--- src/inc/pd_policy_map.svh ---
// register map, field positions, reset values and thresholds of the port policy bank
// assumes an 8-bit register address space and 8-bit data from the serial slave engine
`ifndef PD_POLICY_MAP_SVH
`define PD_POLICY_MAP_SVH

`define PD_POLICY_ONE_ADDR 8'h16
`define PD_POLICY_TWO_ADDR 8'h17
`define PD_POLICY_ONE_RESET 8'h00
`define PD_POLICY_TWO_RESET 8'h05
`define PD_READ_UNMAPPED 8'h00

`define PD_ONE_CDP_BIT 7
`define PD_ONE_LEGACY_HI 6
`define PD_ONE_LEGACY_LO 5
`define PD_ONE_COMM_BIT 4
`define PD_ONE_DERATE_BIT 3
`define PD_ONE_TTEMP_HI 2
`define PD_ONE_TTEMP_LO 1
`define PD_ONE_ADVERT_BIT 0

`define PD_TWO_HRST_BIT 7
`define PD_TWO_SUSPEND_BIT 6
`define PD_TWO_TCUR_HI 5
`define PD_TWO_TCUR_LO 3
`define PD_TWO_COMPL_HI 2
`define PD_TWO_COMPL_LO 0

`define PD_LEGACY_ALL 2'h0
`define PD_LEGACY_DIVIDER 2'h1
`define PD_TTEMP_MAX 2'h2
`define PD_BYTE_PAD2 6'h00
`define PD_BYTE_PAD3 5'h00

`define PD_PDP_3A_MIN_W 8'h0f
`define PD_PULLUP_3A_UA 9'h14a
`define PD_ATTACH_3A_LO_MV 12'h352
`define PD_ATTACH_3A_HI_MV 12'h992
`define PD_PULLUP_1P5_UA 9'h0b4
`define PD_ATTACH_1P5_LO_MV 12'h352
`define PD_ATTACH_1P5_HI_MV 12'h992

`endif

--- src/inc/pd_policy_pkg.sv ---
// types shared by the port policy register bank and its two helpers
// assumes pd_policy_map.svh is compiled alongside for the numeric constants
package pd_policy_pkg;

	typedef struct packed {
		logic wr;
		logic rd;
		logic [7:0] addr;
		logic [7:0] wdata;
	} reg_req_t;

	typedef struct packed {
		logic cdp_only;
		logic bc12;
		logic divider;
		logic hv_vendor;
		logic vendor_1v2;
	} scheme_en_t;

	typedef struct packed {
		logic thermistor_event;
		logic overtemp_warning_one;
		logic overtemp_warning_two;
	} thermal_t;

	typedef struct packed {
		logic adv_1p5;
		logic [8:0] pullup_ua;
		logic attached;
	} cc_advert_t;

	typedef struct packed {
		logic [7:0] byte12;
		logic [7:0] byte13;
		logic [7:0] byte20;
	} ext_caps_t;

	typedef enum logic [0:0] {
		HR_IDLE,
		HR_WAIT
	} hr_state_t;

	typedef struct packed {
		logic [7:0] one;
		logic [7:0] two;
		hr_state_t hr_st;
		logic hr_start;
		logic [7:0] rdata;
		logic rvalid;
		scheme_en_t scheme;
		cc_advert_t cc;
		ext_caps_t caps;
		logic usb_comm;
		logic suspend;
	} policy_state_t;

endpackage

--- src/verilog/pd_charge_scheme_decode.sv ---
// legacy charging scheme decoder, purely combinational
// assumes the caller registers the result before it leaves the block
`timescale 1ns/10ps
`default_nettype none
`include "pd_policy_map.svh"

module pd_charge_scheme_decode (
	input wire logic cdp_select,
	input wire logic [1:0] scheme_select,
	output pd_policy_pkg::scheme_en_t scheme_en
);

	always_comb begin
		scheme_en = '0;
		if (cdp_select) begin
			// downstream port charging excludes every dedicated charger scheme
			scheme_en.cdp_only = 1'b1;
		end else begin
			unique case (scheme_select)
				`PD_LEGACY_ALL: begin
					scheme_en.bc12 = 1'b1;
					scheme_en.divider = 1'b1;
					scheme_en.hv_vendor = 1'b1;
					scheme_en.vendor_1v2 = 1'b1;
				end
				`PD_LEGACY_DIVIDER: begin
					scheme_en.bc12 = 1'b1;
					scheme_en.divider = 1'b1;
				end
				default: begin
					scheme_en.bc12 = 1'b1;
				end
			endcase
		end
	end

endmodule
`default_nettype wire

--- src/verilog/pd_cc_advert_select.sv ---
// chooses the advertised type-c current level and judges sink attach
// assumes cc_sense_mv is a settled millivolt reading of the active cc line
`timescale 1ns/10ps
`default_nettype none
`include "pd_policy_map.svh"

module pd_cc_advert_select (
	input wire logic advert_1p5_select,
	input wire logic derate_select,
	input wire pd_policy_pkg::thermal_t thermal,
	input wire logic [7:0] source_power_rating,
	input wire logic [11:0] cc_sense_mv,
	output pd_policy_pkg::cc_advert_t advert
);

	logic hot;
	logic low_power;
	logic [11:0] lo_mv;
	logic [11:0] hi_mv;

	always_comb begin
		hot = thermal.thermistor_event | thermal.overtemp_warning_one |
			thermal.overtemp_warning_two;
		low_power = source_power_rating < `PD_PDP_3A_MIN_W;
		advert.adv_1p5 = advert_1p5_select;
		if (derate_select) begin
			advert.adv_1p5 = advert_1p5_select | hot;
		end else begin
			advert.adv_1p5 = advert_1p5_select | low_power;
		end
		if (advert.adv_1p5) begin
			advert.pullup_ua = `PD_PULLUP_1P5_UA;
			lo_mv = `PD_ATTACH_1P5_LO_MV;
			hi_mv = `PD_ATTACH_1P5_HI_MV;
		end else begin
			advert.pullup_ua = `PD_PULLUP_3A_UA;
			lo_mv = `PD_ATTACH_3A_LO_MV;
			hi_mv = `PD_ATTACH_3A_HI_MV;
		end
		advert.attached = (cc_sense_mv >= lo_mv) && (cc_sense_mv <= hi_mv);
	end

endmodule
`default_nettype wire

--- src/verilog/pd_port_policy_control_regs.sv ---
// port policy register bank: two 8-bit control registers behind the serial slave engine
// assumes the slave engine delivers one-cycle wr/rd strobes with address and data,
// and that the protocol engine pulses hard_reset_sent once a requested hard reset is out
`timescale 1ns/10ps
`default_nettype none
`include "pd_policy_map.svh"

module pd_port_policy_control_regs (
	input wire logic clk,
	input wire logic rst_b,
	input wire pd_policy_pkg::reg_req_t reg_req,
	output logic [7:0] rd_data,
	output logic rd_valid,
	input wire pd_policy_pkg::thermal_t thermal,
	input wire logic [7:0] source_power_rating,
	input wire logic [11:0] cc_sense_mv,
	input wire logic hard_reset_sent,
	output logic hard_reset_start,
	output logic hard_reset_busy,
	output pd_policy_pkg::scheme_en_t scheme_en,
	output pd_policy_pkg::cc_advert_t cc_advert,
	output pd_policy_pkg::ext_caps_t ext_caps,
	output logic usb_comm_capable,
	output logic suspend_supported
);

	pd_policy_pkg::policy_state_t state_r;
	pd_policy_pkg::policy_state_t state_nxt;
	pd_policy_pkg::scheme_en_t scheme_comb;
	pd_policy_pkg::cc_advert_t advert_comb;

	// register address decode, shared by the read and the write path
	function automatic logic hits(input logic [7:0] addr, input logic [7:0] reg_addr);
		hits = addr == reg_addr;
	endfunction

	// pads a narrow field into a message byte at bit 0
	function automatic logic [7:0] caps_byte3(input logic [2:0] field);
		caps_byte3 = {`PD_BYTE_PAD3, field};
	endfunction

	function automatic logic [7:0] caps_byte2(input logic [1:0] field);
		caps_byte2 = {`PD_BYTE_PAD2, field};
	endfunction

	pd_charge_scheme_decode scheme_dec (
		.cdp_select(state_r.one[`PD_ONE_CDP_BIT]),
		.scheme_select(state_r.one[`PD_ONE_LEGACY_HI:`PD_ONE_LEGACY_LO]),
		.scheme_en(scheme_comb)
	);

	pd_cc_advert_select advert_sel (
		.advert_1p5_select(state_r.one[`PD_ONE_ADVERT_BIT]),
		.derate_select(state_r.one[`PD_ONE_DERATE_BIT]),
		.thermal(thermal),
		.source_power_rating(source_power_rating),
		.cc_sense_mv(cc_sense_mv),
		.advert(advert_comb)
	);

	always_comb begin
		logic wr_one;
		logic wr_two;
		logic hr_set;
		logic hr_done;
		logic [7:0] one_w;
		wr_one = 1'b0;
		wr_two = 1'b0;
		hr_set = 1'b0;
		hr_done = 1'b0;
		one_w = '0;

		state_nxt = state_r;
		state_nxt.hr_start = 1'b0;
		state_nxt.rvalid = 1'b0;

		wr_one = reg_req.wr && hits(reg_req.addr, `PD_POLICY_ONE_ADDR);
		wr_two = reg_req.wr && hits(reg_req.addr, `PD_POLICY_TWO_ADDR);

		// first control register: plain storage apart from the temperature field
		if (wr_one) begin
			one_w = reg_req.wdata;
			// only 0..2 are legal contact temperatures; an illegal code keeps the old one
			if (reg_req.wdata[`PD_ONE_TTEMP_HI:`PD_ONE_TTEMP_LO] > `PD_TTEMP_MAX) begin
				one_w[`PD_ONE_TTEMP_HI:`PD_ONE_TTEMP_LO] =
					state_r.one[`PD_ONE_TTEMP_HI:`PD_ONE_TTEMP_LO];
			end
			state_nxt.one = one_w;
		end

		// second control register: low seven bits are plain storage
		if (wr_two) begin
			state_nxt.two[`PD_TWO_SUSPEND_BIT:`PD_TWO_COMPL_LO] =
				reg_req.wdata[`PD_TWO_SUSPEND_BIT:`PD_TWO_COMPL_LO];
		end

		// hard reset request; a write of 0 to the request bit never clears it
		hr_set = wr_two && reg_req.wdata[`PD_TWO_HRST_BIT];
		hr_done = hard_reset_sent && (state_r.hr_st == pd_policy_pkg::HR_WAIT);
		unique case (state_r.hr_st)
			pd_policy_pkg::HR_IDLE: begin
				if (hr_set) begin
					state_nxt.two[`PD_TWO_HRST_BIT] = 1'b1;
					state_nxt.hr_st = pd_policy_pkg::HR_WAIT;
					state_nxt.hr_start = 1'b1;
				end
			end
			pd_policy_pkg::HR_WAIT: begin
				if (hr_done) begin
					state_nxt.two[`PD_TWO_HRST_BIT] = 1'b0;
					state_nxt.hr_st = pd_policy_pkg::HR_IDLE;
				end
				// a new request in the finishing cycle wins and starts another reset
				if (hr_done && hr_set) begin
					state_nxt.two[`PD_TWO_HRST_BIT] = 1'b1;
					state_nxt.hr_st = pd_policy_pkg::HR_WAIT;
					state_nxt.hr_start = 1'b1;
				end
			end
		endcase

		// reads show stored values, including the live request bit; unmapped reads 0
		if (reg_req.rd) begin
			state_nxt.rvalid = 1'b1;
			if (hits(reg_req.addr, `PD_POLICY_ONE_ADDR)) begin
				state_nxt.rdata = state_r.one;
			end else if (hits(reg_req.addr, `PD_POLICY_TWO_ADDR)) begin
				state_nxt.rdata = state_r.two;
			end else begin
				state_nxt.rdata = `PD_READ_UNMAPPED;
			end
		end

		// derived port behaviour, one cycle behind the stored fields so every
		// output leaves a flip-flop; a cycle of lag is far below any cc timing
		state_nxt.scheme = scheme_comb;
		state_nxt.cc = advert_comb;
		state_nxt.caps.byte12 = caps_byte3(
			state_r.two[`PD_TWO_COMPL_HI:`PD_TWO_COMPL_LO]);
		state_nxt.caps.byte13 = caps_byte3(
			state_r.two[`PD_TWO_TCUR_HI:`PD_TWO_TCUR_LO]);
		state_nxt.caps.byte20 = caps_byte2(
			state_r.one[`PD_ONE_TTEMP_HI:`PD_ONE_TTEMP_LO]);
		state_nxt.usb_comm = state_r.one[`PD_ONE_COMM_BIT];
		state_nxt.suspend = state_r.two[`PD_TWO_SUSPEND_BIT];
	end

	always_ff @(posedge clk or negedge rst_b) begin
		if (!rst_b) begin
			state_r.one <= `PD_POLICY_ONE_RESET;
			state_r.two <= `PD_POLICY_TWO_RESET;
			state_r.hr_st <= pd_policy_pkg::HR_IDLE;
			state_r.hr_start <= 1'b0;
			state_r.rdata <= `PD_READ_UNMAPPED;
			state_r.rvalid <= 1'b0;
			state_r.scheme <= '0;
			state_r.cc <= '0;
			state_r.caps <= '0;
			state_r.usb_comm <= 1'b0;
			state_r.suspend <= 1'b0;
		end else begin
			state_r <= state_nxt;
		end
	end

	assign rd_data = state_r.rdata;
	assign rd_valid = state_r.rvalid;
	assign hard_reset_start = state_r.hr_start;
	assign hard_reset_busy = state_r.two[`PD_TWO_HRST_BIT];
	assign scheme_en = state_r.scheme;
	assign cc_advert = state_r.cc;
	assign ext_caps = state_r.caps;
	assign usb_comm_capable = state_r.usb_comm;
	assign suspend_supported = state_r.suspend;

endmodule
`default_nettype wire

--- config.mk ---
export PLATFORM = sky130hd
export DESIGN_NAME = pd_port_policy_control_regs
export DESIGN_NICKNAME = d
export VERILOG_FILES = /design/src/inc/pd_policy_pkg.sv /design/src/verilog/pd_charge_scheme_decode.sv /design/src/verilog/pd_cc_advert_select.sv /design/src/verilog/pd_port_policy_control_regs.sv
export VERILOG_INCLUDE_DIRS = /design/src /design/src/inc
export SDC_FILE = /design/constraint.sdc
export NUM_CORES = 1
export LEC_CHECK = 0
export ABC_CLOCK_PERIOD_IN_PS = 1350
export BUFFER_PORTS_ARGS = -buffer_cell sky130_fd_sc_hd__buf_2
export CAP_MARGIN = 30
export CORE_MARGIN = 2
export CORE_UTILIZATION = 40
export CTS_BUF_LIST = sky130_fd_sc_hd__clkbuf_8
export DETAILED_ROUTE_END_ITERATION = 10
export PLACE_DENSITY = 0.79
export SETUP_SLACK_MARGIN = 0.4
export SLEW_MARGIN = 0
export SYNTH_ARGS = -nofsm -noshare
export SYNTH_HDL_FRONTEND = slang
export SYNTH_SLANG_ARGS = --single-unit
--- constraint.sdc ---
create_clock -name clk -period 1.35 [get_ports clk]
set_input_delay 0.27 -clock clk [delete_from_list [all_inputs] [get_ports clk]]
set_output_delay 0.27 -clock clk [all_outputs]
set_load 0.02 [all_outputs]
==> results.md <==
- Fmax: 702 MHz
- Die area: 5780 um^2
- Yosys top cell area share: 0.507
- Clock Sinks: 44
- TritonCTS clock tree: built
- Port Buffers: 79
- Register area share after synthesis: 0.532
- Die X: 76.0 um
- Compound-Gate Fraction of Synth Area: 0.0844
- Setup crit end kind: flip-flop
- Setup_tns: -594 ps
- Number of synthesized flops with an enable pin: 0
- Final HPWL DP: 3160 um
- Violated checks: hold timing, setup timing
- Minimum clock period: 1430 ps
- Pin count of the biggest net entering global routing: 27
- H-tree Lvls: 2
- Post-Syn Area: 2070 um^2
- Core area: 5040 um^2
- Final Power: 0.00273 W
- Final hold viol count: 16
- Crit path max fanout: 5
- Non-filler cells, final: 316
- Async set-reset flop share out of synthesis: 1.00
- Yosys reg bits: 44
- Post-synthesis cell count: 177
- Cell row count: 26
- Initial antenna violation count: 0
- ANT cells: 0
- Max Slew Vio Count: 0
- Initial core utilization: 0.411
- Clock latency reported for the late side of the worst-skew pair: 290 ps
- Wirelength per Cell: 13.7 um
- Final Setup Violations: 14
- Bufs on Longest Clock Path: 2
- Hold WS: -90.1 ps
- Final worst clock skew: 6.54 ps
- CP Data Arrival Time: 1610 ps
- Leakage: 1.46 nW
- Status: finished with violations
- Via count: 1455
- Clk root buf: clkbuf_8
- Area share of xor/xnor cells in the synthesized design: 0
- Die Y: 76.0 um
- First-pass GRT wire length: 7090 um
- 1st-iter DRT viols: 87
- Post-Synth Simple-Gate Area: 0.0766
- Synth unique cells: 34
- Detail Route Antenna Nets: 0
- YS warnings: 0
- Final Cycle Share: 1.06
- Worst Hold Class: in -> async
- Setup CP Type: in -> reg
- Area grow syn2layout: 39.4%
- Layout cells sized above 1: 0.573
- Tot GR Track Use: 0.157
- Dpl cells: 300
- # DRC: 0
- Total CTS buffers: 5
- Vias in the first global route: 1514
- DRT Pass-1 Iters: 3
- Largest cells by area after synthesis: dfrtp_1 (51%), buf_4 (17%), mux2_2 (6.5%)
- PD cells: 944 nW/um^2
- Final nets: 289
- Mux share of post-synthesis cell area: 0.104
- DRT Wirelength: 4320 um
- Synth Flop Type: dfrtp_1
- I/O pin cnt: 97
- Clk pin slew, worst setup/hold paths: 80 ps
- GRT overflow: 0
- Vias per cell: 4.60
- VDD IR-drop max: 0.391 mV
- Largest family of logic cells by synthesized area: buffers and inverters
- Max-Cap Viols: 0
- Cell taking the most area after synthesis: dfrtp_1
- Syn_area_per_cell: 11.7 um^2
- CP Launch Type: primary input
- WP data required: 1530 ps
- RD Place Congestion: 0.762
- Fraction of the mapped netlist area in adder cells: 0
- RSZ-0062 raised after global routing: yes
- Setup ws final: -75.3 ps
## layout by cell type (no fill, tap or decap), drive strengths merged
cell type / netlist / routed
nand4: 1 / 1
nand2: 3 / 3
a31oi: 1 / 1
a211oi: 2 / 2
nor3: 4 / 4
o22ai: 8 / 8
a32oi: 1 / 1
o311ai: 1 / 1
nand2b: 1 / 1
and2b: 1 / 1
o211a: 1 / 1
nor4: 2 / 2
o31a: 1 / 1
nor4b: 1 / 1
a21oi: 5 / 5
nor2: 4 / 4
nor4bb: 2 / 2
o21ai: 4 / 4
buf: 48 / 95
clkinv: 0 / 1
clkbuf: 2 / 5
dfrtp: 42 / 42
nand3: 2 / 2
conb: 1 / 17
o31ai: 1 / 1
or2: 1 / 1
mux2: 12 / 12
or4b: 1 / 1
inv: 13 / 15
dfstp: 2 / 2
mux2i: 8 / 8
a2bb2oi: 1 / 1
## synthesized netlist by cell type, types with 2 or more instances
cell type / n
o22ai_1: 8
nor3_1: 3
nor2_1: 4
dfstp_2: 2
inv_1: 13
o21ai_0: 4
nor4bb_1: 2
dfrtp_1: 42
a211oi_1: 2
nand2_1: 3
mux2i_1: 8
nand3_1: 2
buf_4: 48
a21oi_1: 5
mux2_2: 12
## critical path, cell delays in order
cell    delay, ps
buf_6          90
or4b_4        570
nor4_4        170
buf_4         200
mux2_4        310
## registers in the layout, summed over array words and instances, names as in the netlist
| register | count |
|---|---|
| rd_valid | 1 |
| ext_caps | 8 |
| state_nxt | 10 |
| hard_reset_start | 1 |
| usb_comm_capable | 1 |
| rd_data | 8 |
| state_r | 6 |
| scheme_en | 4 |
| suspend_supported | 1 |
| cc_advert | 3 |
| hard_reset_busy | 1 |
## what timing repair did
item / in CTS / in global routing
resized for setup: 96 / 7
pin swaps: 10 / 2
endpoints found under the setup margin: 63 / 64
endpoints found under the hold margin: 16 / 16
setup buffers: 5 / 3
## power by group
group	switching (W)	internal [W]	total (W)
combinational	0.000273	0.000252	0.000525
sequential	0.0000534	0.00138	0.00144
clock	0.000423	0.000348	0.000771
total	0.000749	0.00198	0.00273
## per-layer routing
layer / global-route usage / vias up / routed length (um)
met5: 0 / - / 0
met4: 0.0491 / 0 / 57
met3: 0.0474 / 6 / 225
met2: 0.295 / 51 / 2430
met1: 0.169 / 721 / 1600
li1: - / 677 / -
## stage by stage
step | util | setup slack, ps | hold WS [ps] | area, um^2
detailed placement | 0.474 | -405 | 236 | 2390
global placement | 0.474 | -390 | 231 | 2390
CTS | 0.562 | -82.3 | -80.1 | 2840
global route | 0.574 | -106 | -65.6 | 2890
finish | 0.574 | -75.3 | -90.1 | 2890
floorplan | - | -369 | -25.6 | 2200
## logic make-up (layout without fill, tap and decap cells)
logic type / Yosys count / count (layout)
other: 1 / 17
muxes: 20 / 20
DFF: 44 / 44
AOI/OAI and AO/OA: 26 / 26
and+or+nand+nor: 23 / 23
buffers and inverters: 63 / 116
## final timing paths
path	start	endpoint	slack, ps	cells past startpoint
min reg2reg	state_nxt[18]	ext_caps[16]	420	0
min in group clk	hard_reset_sent	state_r[52]	190	2
max reg2reg	hard_reset_busy	hard_reset_busy	310	5
max	reg_req[13]	state_r[67]	-80	5
max in group asynchronous	rst_b	ext_caps[0]	960	2
min	rst_b	state_nxt[11]	-90	1
## layout make-up
class	instances	area (um^2)
sequential	44	1110
timing repair buffer	95	774
clock buffer	5	68.8
multi-input combinational	86	795
tap	70	87.6
inverter	13	48.8
clock inverter	3	12.5
fill	408	2150
Note: power is estimated with default switching activity, not from simulation.
